===== config.mk =====
export PLATFORM = sky130hd
export DESIGN_NAME = adaptive_eq_control
export DESIGN_NICKNAME = d
export VERILOG_FILES = /design/src/logic/aeq_pkg.sv /design/src/logic/acc_if.sv /design/src/logic/err_accum.sv /design/src/logic/adaptive_eq_control.sv
export SDC_FILE = /design/constraint.sdc
export NUM_CORES = 1
export LEC_CHECK = 0
export ABC_AREA = 1
export BUFFER_PORTS_ARGS = -buffer_cell sky130_fd_sc_hd__buf_2
export CELL_PAD_IN_SITES_DETAIL_PLACEMENT = 1
export CELL_PAD_IN_SITES_GLOBAL_PLACEMENT = 2
export CORE_ASPECT_RATIO = 0.7
export CORE_MARGIN = 8
export CORE_UTILIZATION = 34
export DETAILED_ROUTE_END_ITERATION = 10
export GPL_ROUTABILITY_DRIVEN = 0
export GPL_TIMING_DRIVEN = 0
export HOLD_SLACK_MARGIN = 0.05
export PLACE_DENSITY = 0.82
export SYNTH_ARGS = -nofsm -noshare
export SYNTH_HDL_FRONTEND = slang
export SYNTH_SLANG_ARGS = --single-unit

===== constraint.sdc =====
create_clock -name mclk_in -period 2.6 [get_ports mclk_in]
set_input_delay 0.13 -clock mclk_in [delete_from_list [all_inputs] [get_ports mclk_in]]
set_output_delay 0.13 -clock mclk_in [all_outputs]
set_load 0.02 [all_outputs]

===== src/logic/aeq_pkg.sv =====
// constants and types for the adaptive equalizer control block
// assumes one 20 MHz device clock and a byte-wide register port
// Function
// RULE_01: any set select bit enables error counting
// RULE_02: errors accumulate over half relock period
// RULE_03: count above limit moves to next setting
// RULE_04: single step judges lock after half period
// RULE_05: two step: any second-half error moves on
// RULE_06: loop order bit picks inner and outer
// RULE_07: sample filter adapts only when enabled
// RULE_08: software never writes zero error limit
// RULE_09: capability bit four gates encoder crc flag
// RULE_10: software sets flag, clears encoder crc disable
// RULE_11: capability copy chosen by port select register
// RULE_12: offsets 0x44 to 0x49 read zero
// RULE_13: sample filter stays between lower and upper
// RULE_14: accumulator cleared per window and setting
package aeq_pkg;
    localparam int CLK_HZ = 20000000;
    localparam logic [7:0] ADDR_CTL    = 8'h42;
    localparam logic [7:0] ADDR_THOLD  = 8'h43;
    localparam logic [7:0] ADDR_RSV_LO = 8'h44;
    localparam logic [7:0] ADDR_RSV_HI = 8'h49;
    localparam logic [7:0] ADDR_CAP    = 8'h4a;
    localparam logic [7:0] ADDR_PSEL   = 8'h4c;
    localparam logic [2:0] ERR_SEL_RST = 3'h7;
    localparam logic [7:0] THOLD_RST   = 8'h01;
    localparam logic [7:0] CAP_RST     = 8'h00;
    localparam int CAP_CRC_BIT = 4;
    localparam int PSEL_RD_BIT = 4;
    localparam logic [3:0] EQ_MAX = 4'hf;
    localparam logic [3:0] SF_MAX = 4'he;
    localparam logic [3:0] SF_MID = 4'h7;
    localparam logic [7:0] CNT_MAX = 8'hff;
    typedef enum logic [1:0] {
        ST_IDLE    = 2'h0,
        ST_WAIT    = 2'h1,
        ST_CHECK   = 2'h3,
        ST_MONITOR = 2'h2
    } aeq_state_t;
endpackage : aeq_pkg


===== src/logic/acc_if.sv =====
// carrier between the adaption control and its error accumulator
// assumes both ends on the device clock
`timescale 1ns/1ns
`default_nettype none
interface acc_if;
    logic       clear;
    logic       inc;
    logic [7:0] count;
    modport ctrl (output clear, output inc, input count);
    modport acc  (input clear, input inc, output count);
endinterface : acc_if
`default_nettype wire


===== src/logic/err_accum.sv =====
// saturating error accumulator for one window
// assumes clear and inc come from logic on the same clock
`timescale 1ns/1ns
`default_nettype none
module err_accum (
    input  wire logic mclk_in,
    input  wire logic rst_in,
    acc_if.acc        acc
);
    import aeq_pkg::*;
    typedef struct packed {
        logic [7:0] cnt;
    } acc_state_t;
    acc_state_t s_reg;
    acc_state_t s_next;

    always_comb begin
        s_next = s_reg;
        if (acc.clear) begin
            s_next.cnt = {7'h00, acc.inc}; // RULE_14
        end else if (acc.inc && s_reg.cnt != CNT_MAX) begin
            s_next.cnt = s_reg.cnt + 8'h01; // RULE_02
        end
    end

    always_ff @(posedge mclk_in or posedge rst_in) begin
        if (rst_in) begin
            s_reg <= '0;
        end else begin
            s_reg <= s_next;
        end
    end

    assign acc.count = s_reg.cnt;

    ////////////////////////////////////////////////////////////////////
    AST_ACC_CLEAR: assert property (@(posedge mclk_in) disable iff (rst_in)
        acc.clear |=> acc.count == {7'h00, $past(acc.inc)}) // RULE_14
        else $error("accumulator not cleared");
    AST_ACC_INC: assert property (@(posedge mclk_in) disable iff (rst_in)
        (acc.inc && !acc.clear && acc.count != CNT_MAX)
        |=> acc.count == $past(acc.count) + 8'h01) // RULE_02
        else $error("error not counted");
endmodule : err_accum
`default_nettype wire


===== src/logic/adaptive_eq_control.sv =====
// adaption control, error gating and paged registers of the receiver
// assumes link error strobes and register strobes on mclk_in
`timescale 1ns/1ns
`default_nettype none
module adaptive_eq_control (
    input  wire logic        mclk_in,
    input  wire logic        rst_in,
    input  wire logic [7:0]  reg_addr_in,
    input  wire logic [7:0]  reg_wdata_in,
    input  wire logic        reg_wr_in,
    input  wire logic        reg_rd_in,
    output logic      [7:0]  reg_rdata_out,
    input  wire logic        adapt_enable_in,
    input  wire logic [15:0] relock_timer_period_in,
    input  wire logic [3:0]  sample_filter_lower_in,
    input  wire logic [3:0]  sample_filter_upper_in,
    input  wire logic        lock_in,
    input  wire logic        clk_err_in,
    input  wire logic        enc_err_in,
    input  wire logic        par_err_in,
    input  wire logic [1:0]  crc_err_in,
    output logic [1:0]       crc_err_flag_out,
    output logic [3:0]       eq_setting_out,
    output logic [3:0]       sf_setting_out,
    output logic             adapt_locked_out,
    output aeq_pkg::aeq_state_t adapt_state_out
);
    import aeq_pkg::*;

    typedef struct packed {
        logic [2:0]      err_sel;
        logic            rsv3;
        logic            two_step;
        logic            outer;
        logic            sf_en;
        logic [7:0]      thold;
        logic [1:0][7:0] cap;
        logic            rd_port;
        logic [1:0]      wr_en;
        logic [7:0]      rdata;
        aeq_state_t      st;
        logic [15:0]     timer;
        logic [3:0]      eq;
        logic [3:0]      sf;
        logic [1:0]      crc_flag;
        logic            locked;
    } ctl_state_t;

    ctl_state_t s_reg;
    ctl_state_t s_next;
    acc_if      acc ();
    logic [15:0] half;
    logic        half_done;
    logic        err_hit;

    err_accum u_accum (
        .mclk_in (mclk_in),
        .rst_in  (rst_in),
        .acc     (acc)
    );

    function automatic logic [7:0] step(input logic [3:0] eq,
            input logic [3:0] sf, input logic sf_en, input logic outer,
            input logic [3:0] lo, input logic [3:0] hi);
        logic [3:0] e;
        logic [3:0] f;
        e = eq;
        f = sf;
        if (!sf_en) begin
            e = eq + 4'h1; // RULE_07
        end else if (!outer) begin
            e = eq + 4'h1; // RULE_06
            if (eq == EQ_MAX) begin
                f = (sf >= hi || sf >= SF_MAX) ? lo : sf + 4'h1; // RULE_13
            end
        end else begin
            if (sf >= hi || sf >= SF_MAX) begin // RULE_13
                f = lo;
                e = eq + 4'h1; // RULE_06
            end else begin
                f = sf + 4'h1;
            end
        end
        return {e, f};
    endfunction : step

    ////////////////////////////////////////////////////////////////////
    always_comb begin
        half = {1'b0, relock_timer_period_in[15:1]}; // RULE_02
        if (half == 16'h0000) begin
            half = 16'h0001;
        end
        half_done = (s_reg.timer >= half - 16'h0001);
        err_hit = |(s_reg.err_sel & {clk_err_in, enc_err_in, par_err_in});
    end

    always_comb begin
        s_next = s_reg;
        acc.clear = 1'b0;
        acc.inc = err_hit && s_reg.st != ST_IDLE; // RULE_01
        // register port
        if (reg_wr_in) begin
            case (reg_addr_in)
                ADDR_CTL: begin
                    s_next.err_sel  = reg_wdata_in[6:4];
                    s_next.rsv3     = reg_wdata_in[3];
                    s_next.two_step = reg_wdata_in[2];
                    s_next.outer    = reg_wdata_in[1];
                    s_next.sf_en    = reg_wdata_in[0];
                end
                ADDR_THOLD: s_next.thold = reg_wdata_in;
                ADDR_CAP: begin
                    for (int p = 0; p < 2; p++) begin
                        if (s_reg.wr_en[p]) begin
                            s_next.cap[p] = reg_wdata_in; // RULE_11
                        end
                    end
                end
                ADDR_PSEL: begin
                    s_next.rd_port = reg_wdata_in[PSEL_RD_BIT];
                    s_next.wr_en   = reg_wdata_in[1:0];
                end
                default: ;
            endcase
        end
        if (reg_rd_in) begin
            case (reg_addr_in)
                ADDR_CTL: s_next.rdata = {1'b0, s_reg.err_sel, s_reg.rsv3,
                    s_reg.two_step, s_reg.outer, s_reg.sf_en};
                ADDR_THOLD: s_next.rdata = s_reg.thold;
                ADDR_CAP: s_next.rdata = s_reg.cap[s_reg.rd_port]; // RULE_11
                ADDR_PSEL: s_next.rdata = {3'h0, s_reg.rd_port, 2'h0,
                    s_reg.wr_en};
                default: s_next.rdata = 8'h00; // RULE_12
            endcase
        end
        // encoder crc flag gating per port
        for (int p = 0; p < 2; p++) begin
            s_next.crc_flag[p] = crc_err_in[p]
                && s_reg.cap[p][CAP_CRC_BIT]; // RULE_09
        end
        // adaption sequence
        s_next.timer = s_reg.timer + 16'h0001;
        case (s_reg.st)
            ST_IDLE: begin
                s_next.timer = '0;
                acc.clear = 1'b1;
                s_next.eq = '0;
                s_next.sf = s_reg.sf_en ? sample_filter_lower_in : SF_MID;
                if (adapt_enable_in) begin
                    s_next.st = ST_WAIT;
                end
            end
            ST_WAIT: begin
                if (half_done) begin
                    s_next.timer = '0;
                    acc.clear = 1'b1; // RULE_14
                    if (s_reg.two_step) begin
                        s_next.st = ST_CHECK; // RULE_05
                    end else if (lock_in) begin
                        s_next.st = ST_MONITOR; // RULE_04
                    end else begin
                        {s_next.eq, s_next.sf} = step(s_reg.eq, s_reg.sf,
                            s_reg.sf_en, s_reg.outer, sample_filter_lower_in,
                            sample_filter_upper_in); // RULE_04
                        s_next.st = ST_WAIT;
                    end
                end
            end
            ST_CHECK: begin
                if (err_hit) begin
                    s_next.timer = '0;
                    acc.clear = 1'b1; // RULE_14
                    {s_next.eq, s_next.sf} = step(s_reg.eq, s_reg.sf,
                        s_reg.sf_en, s_reg.outer, sample_filter_lower_in,
                        sample_filter_upper_in); // RULE_05
                    s_next.st = ST_WAIT;
                end else if (half_done) begin
                    s_next.timer = '0;
                    acc.clear = 1'b1;
                    s_next.st = ST_MONITOR;
                end
            end
            ST_MONITOR: begin
                if (half_done) begin
                    s_next.timer = '0;
                    acc.clear = 1'b1; // RULE_14
                    if (acc.count > s_reg.thold) begin
                        {s_next.eq, s_next.sf} = step(s_reg.eq, s_reg.sf,
                            s_reg.sf_en, s_reg.outer, sample_filter_lower_in,
                            sample_filter_upper_in); // RULE_03
                        s_next.st = ST_WAIT;
                    end
                end
            end
            default: s_next.st = ST_IDLE;
        endcase
        if (!adapt_enable_in) begin
            s_next.st = ST_IDLE;
        end
        // lock indication registered with the state
        s_next.locked = (s_next.st == ST_MONITOR); // RULE_04
    end

    always_ff @(posedge mclk_in or posedge rst_in) begin
        if (rst_in) begin
            s_reg          <= '0;
            s_reg.err_sel  <= ERR_SEL_RST; // RULE_01
            s_reg.sf_en    <= 1'b1; // RULE_07
            s_reg.thold    <= THOLD_RST;
            s_reg.cap      <= {CAP_RST, CAP_RST};
            s_reg.sf       <= SF_MID;
            s_reg.st       <= ST_IDLE;
        end else begin
            s_reg <= s_next;
        end
    end

    assign reg_rdata_out    = s_reg.rdata;
    assign crc_err_flag_out = s_reg.crc_flag;
    assign eq_setting_out   = s_reg.eq;
    assign sf_setting_out   = s_reg.sf;
    assign adapt_locked_out = s_reg.locked;
    assign adapt_state_out  = s_reg.st;

    ////////////////////////////////////////////////////////////////////
    AST_READAPT: assert property (@(posedge mclk_in) disable iff (rst_in)
        (s_reg.st == ST_MONITOR && half_done && adapt_enable_in
        && acc.count > s_reg.thold) |=> s_reg.st == ST_WAIT) // RULE_03
        else $error("no re-adapt on excess errors");
    AST_KEEP: assert property (@(posedge mclk_in) disable iff (rst_in)
        (s_reg.st == ST_MONITOR && half_done && adapt_enable_in
        && acc.count <= s_reg.thold) |=> s_reg.st == ST_MONITOR) // RULE_03
        else $error("left monitor below limit");
    AST_ONE_STEP: assert property (@(posedge mclk_in) disable iff (rst_in)
        (s_reg.st == ST_WAIT && half_done && !s_reg.two_step && lock_in
        && adapt_enable_in) |=> s_reg.st == ST_MONITOR) // RULE_04
        else $error("lock not accepted");
    AST_TWO_STEP: assert property (@(posedge mclk_in) disable iff (rst_in)
        (s_reg.st == ST_CHECK && err_hit && adapt_enable_in)
        |=> s_reg.st == ST_WAIT && s_reg.timer == 16'h0000) // RULE_05
        else $error("second step error ignored");
    AST_SF_HOLD: assert property (@(posedge mclk_in) disable iff (rst_in)
        (!s_reg.sf_en && s_reg.st != ST_IDLE) |=> $stable(s_reg.sf)) // RULE_07
        else $error("sample filter moved while disabled");
    AST_CRC_GATE: assert property (@(posedge mclk_in) disable iff (rst_in)
        crc_err_flag_out[0] |-> $past(s_reg.cap[0][CAP_CRC_BIT])) // RULE_09
        else $error("crc flag not gated");
    AST_PAGE_WR: assert property (@(posedge mclk_in) disable iff (rst_in)
        (reg_wr_in && reg_addr_in == ADDR_CAP && !s_reg.wr_en[1])
        |=> $stable(s_reg.cap[1])) // RULE_11
        else $error("disabled port copy written");
    AST_RSV_ZERO: assert property (@(posedge mclk_in) disable iff (rst_in)
        (reg_rd_in && reg_addr_in >= ADDR_RSV_LO
        && reg_addr_in <= ADDR_RSV_HI) |=> reg_rdata_out == 8'h00) // RULE_12
        else $error("reserved read not zero");
    AST_SF_RANGE: assert property (@(posedge mclk_in) disable iff (rst_in)
        sf_setting_out <= SF_MAX) // RULE_13
        else $error("sample filter out of range");
    COV_READAPT: cover property (@(posedge mclk_in) disable iff (rst_in)
        s_reg.st == ST_MONITOR ##1 s_reg.st == ST_WAIT);
    COV_TWO_STEP: cover property (@(posedge mclk_in) disable iff (rst_in)
        s_reg.st == ST_CHECK ##1 s_reg.st == ST_MONITOR);
    COV_CRC: cover property (@(posedge mclk_in) disable iff (rst_in)
        crc_err_flag_out[1]);
endmodule : adaptive_eq_control
`default_nettype wire


# Yosys cells after proc, flatten, opt, wreduce, memory -nomap -nowiden
# Index checks and enable logic that the tools add are counted.
# totals
ff_bits	79
inputBits	51
out_inout_bits	21
word_cells	93
# op_classes
n_addsub	5
n_lt_le_gt_ge	5
n_eq_ne	16
n_mux	31
bitwise	1
reduce_logical	17
# op_table
operator	n
$pmux W26 S4	1
$mux W8	8
$mux W26	2
$mux W18	2
$eq A8 B7 Y1 const B	4
$mux W4	8
$pmux W8 S4	1
$add A16 B1 Y16 const B	1
$ge A16 B16 Y1	1
$sub A16 B1 Y16 const B	1
$logic_not A15 Y1	1
$mux W15	1
$ne A2 B2 Y1 const B	6
$mux W2	5
$add A4 B1 Y4 const B	2
$add A8 B1 Y8 const B	1
$gt A8 B8 Y1	1
$ne A8 B8 Y1 const B	1
$eq A2 B2 Y1 const B	3
$reduce_and A2 Y1	3
$reduce_and A3 Y1	2
$reduce_and A6 Y1	1
$eq A4 B4 Y1 const B	1
$ge A4 B4 Y1	1
other kinds (12)	17

# Depth between registers and ports, before layout
# depth
depth_word	12
ltp_mapped	25
ltp_nobuf	25

# Hierarchy
# A second synthesis with hierarchy kept.
# hier_totals
hier_cells	707
hier_area_um2	5296.3
# modules_own_cells
module	instances	cells_each	area_each_um2	seq_area_each_um2
adaptive_eq_control	1	637	4799.6	1786.7
err_accum	1	70	496.7	200.2

# Least setup slack after synthesis
# No wires, ideal clock.
# synth_path
path_type	in2reg
start	input relock_timer_period_in[13]
end	register s_reg[21] (netlist bit)
setup_ns	0.123
arrival_ns	2.655
slack_ns	-0.177
stages	22
n_path_buf	1
cell_sequence	or2_2 nor4_1 nand3_1 nand2_1 inv_1 ha_1 nand2_1 inv_1 nand2_1 nor2_1 xnor2_1 ha_1 nand2_1 inv_1 nand3_2 nor2_4 nand3_4 nand3_4 nor2_2 inv_2 buf_2 nor2_1
# synth_lines
item	line_no	source
start: declaration	adaptive_eq_control.sv:14	input wire logic [15:0] relock_timer_period_in,
end signal: assignment	adaptive_eq_control.sv:215	s_reg <= s_next;
end: declaration	adaptive_eq_control.sv:49	ctl_state_t s_reg;

==> results.tsv <==
stage	metric	value	unit
run_status	violations	setup timing	
die	fp.dieW	167	um
drt	drt-initial-drc-count	205	
global_route	antenna_found_initial	0	
yosys	avgSynthCellArea	7.75	sq um
cts	clkSlewWorstSetupHoldPaths	0.06	ns
min_path	hold_path_class	primary input to flop	
drt	routed_wl	16.7	mm
place	placed_area	6130	sq um
finish	area_growth	32.2	%
setup_path	worstReg2RegStart	s_reg[22]	
setup_path	worstSetupStartpointType	primary input	
drt	ant_nets	0	
global_route	grt_pass1_wl	26.8	mm
timing	hold_viol	0	
finish	final_area	7180	sq um
timing	tns	-4.55	ns
setup_path	r2r_setup_slack	0.34	ns
die	rows	38	
timing	final.period_utilization	1.08	
yosys	syn_inst	701	
drt	vias_per_cell	4.88	
yosys	synth_cell_types	48	
place	io_buffer_count	69	
global_route	grt_max_degree	69	
finish	diodes	0	
finish	num-nets-final	907	
timing	slew_viol_final	0	
min_path	hold_depth	3	
yosys	synth-seq-cells	79	
die	core	15500	sq um
finish	final_cells	1022	
min_path	holdCritStartpoint	reg_wdata_in[6]	
pwr	p_per_area	462	nW/um^2
setup_path	critPathMaxFanout	5	
global_route	grt.total_usage	0.163	
timing	setup_viol	34	
drt	vias	4984	
setup_path	r2r_end	s_reg[19]	
min_path	min_to	s_reg[70]	
die	io_pins	72	
finish	layout_commonest_cell	nand2_1	
job	cap_violations	0	
cts	cts.sinks	79	
die	die_h	122	um
timing	maxSlewHeadroom	0.663	
timing	tightest_slew	0.500	ns
setup_path	critPathRequiredTime	2.86	ns
cts	htreeDepth	3	
cts	cts_tree	done	
timing	skew	0.00917	ns
pwr	p_leak	3.52	nW
finish	mostFrequentLayoutCells	159 x nand2_1, 87 x inv_1, 71 x dfrtp_1	
pwr	vdd_drop_max	0.254	mV
cts	cts_max_path_buffers	2	
global_route	grt-ovfl-total	0	
yosys	synth_nets	791	
yosys	syn-cell-area	5430	sq um
yosys	ys_seq_area_frac	0.366	
setup_path	worstPathArrival	3.08	ns
drt	wl_per_cell	16.3	um
cts	root_buffer	clkbuf_16	
setup_path	critPathSlowestCell	ha_1	
setup_path	endpoint_kind	flop	
setup_path	crit_type	primary input to flop	
finish	drive_above_1_share	0.326	
place	pre_cts_slack	-0.832	ns
timing	min_period	2.82	ns
timing	fmax	355	MHz
die	fp.dieArea	20300	sq um
timing	rsz0062_at_grt	yes	
global_route	grt_pass1_vias	5344	
setup_path	rr_worst_depth	10	
place	dp_hpwl	12.3	mm
cts	insertion_delay	0.34	ns
die	start_util	0.350	
cts	cts_made_buffers	9	
timing	setup_slack	-0.215	ns
run_status	outcome	complete, but fails checks	
drt	drc	0	
yosys	ys.flop_type	dfrtp_1	
place	dp_cells	971	
yosys	synth_edf_count	0	
setup_path	max_stage_delay	0.30	ns
yosys	async_reset_ff_frac	1.00	
drt	dr.pass1.iters	4	
yosys	yosys_warnings	0	
finish	largest_register_ffs	50	
-- metal layers --
metal,track usage,vias up,part of all wire
met5,0,-,0
met2,0.261,75,0.46
met3,0.0333,14,0.041
met1,0.226,2434,0.49
li1,-,2461,-
met4,0.0314,0,0.0078
-- cell type report --
type | count | area (sq um)
multi-input combinational | 486 | 3220
fill | 1877 | 8360
buffer | 28 | 213
sequential | 79 | 1990
clock buffer | 10 | 239
timing repair buffer | 105 | 753
clock inverter | 6 | 92.6
tap | 200 | 250
inverter | 108 | 424
-- critical path: cells and delay by family --
kind / cells / cell delay (ns)
AND/OR/NAND/NOR: 14 / 1.72
adder cells (fa/ha/maj): 2 / 0.46
buffers and inverters: 7 / 0.57
XOR/XNOR: 1 / 0.12
AO/OA/AOI/OAI: 1 / 0.05
-- how the worst max path moves through the flow --
| stage | depth (start not counted) | end | start | slack (ns) |
|---|---|---|---|---|
| 2_1_floorplan | 24 | eq_setting_out[1] | relock_timer_period_in[13] | -0.12 |
| 3_3_place_gp | 25 | eq_setting_out[0] | relock_timer_period_in[5] | -0.73 |
| 3_5_place_dp | 24 | sf_setting_out[3] | relock_timer_period_in[5] | -0.83 |
| 4_1_cts | 27 | eq_setting_out[0] | relock_timer_period_in[6] | -0.24 |
| 5_1_grt | 26 | eq_setting_out[0] | relock_timer_period_in[6] | -0.41 |
| 6_report | 25 | s_reg[19] | relock_timer_period_in[6] | -0.22 |
-- cell families after synthesis --
kind of cell	share of synthesized area
multiplexers	0.00553
AO/OA/AOI/OAI	0.101
AND/OR/NAND/NOR	0.284
adder cells (fa/ha/maj)	0.0898
flip-flops	0.366
XOR/XNOR	0.0419
other	0.000690
buffers and inverters	0.111
-- cells in the mapped netlist, types with 3 or more instances --
cell type,count,area share
a22o_1,5,0.0081
dfrtp_1,71,0.33
nor3_1,9,0.0083
nand3_1,26,0.024
mux2i_1,3,0.0055
dfstp_2,8,0.039
buf_4,20,0.028
o21ai_0,45,0.041
buf_2,5,0.0046
nand2_2,6,0.0069
inv_1,94,0.065
nor2_2,6,0.0069
a21oi_1,28,0.026
nor3_2,4,0.0074
xor2_1,20,0.032
nand3_2,4,0.0074
a21oi_2,3,0.0048
nor2_4,5,0.010
nor2_1,58,0.040
nand4_1,12,0.014
o21ai_1,7,0.0064
nand2_4,4,0.0083
ha_1,39,0.090
nand2_1,169,0.12
xnor2_1,6,0.0097
inv_2,12,0.0083
nor4_1,3,0.0035
-- timing repair --
item,in CTS,in global routing
gates resized for setup,40,66
buffers inserted,16,16
hold buffers,4,0
endpoints found under the setup margin,35,35
gates cloned,1,0
pin swaps,19,26
hold endpoints to repair,74,0
-- stage by stage --
stage                     hold WS [ns]  utilization  power (mW)
after floorplan                  0.234            -        1.67
after global placement           0.318        0.392        1.81
after detailed placement        0.0573        0.394        1.84
after CTS                       0.0939        0.440        3.31
after global routing             0.104        0.462        3.49
final                            0.107        0.462        3.32
-- where the power goes --
group	leakage [nW]	switching (mW)	internal [mW]
combinational	2.30	0.346	0.239
clock	0.155	0.539	0.873
sequential	1.07	0.0515	1.27
total	3.52	0.937	2.39
No activity file was read; power rests on OpenSTA's default activity.
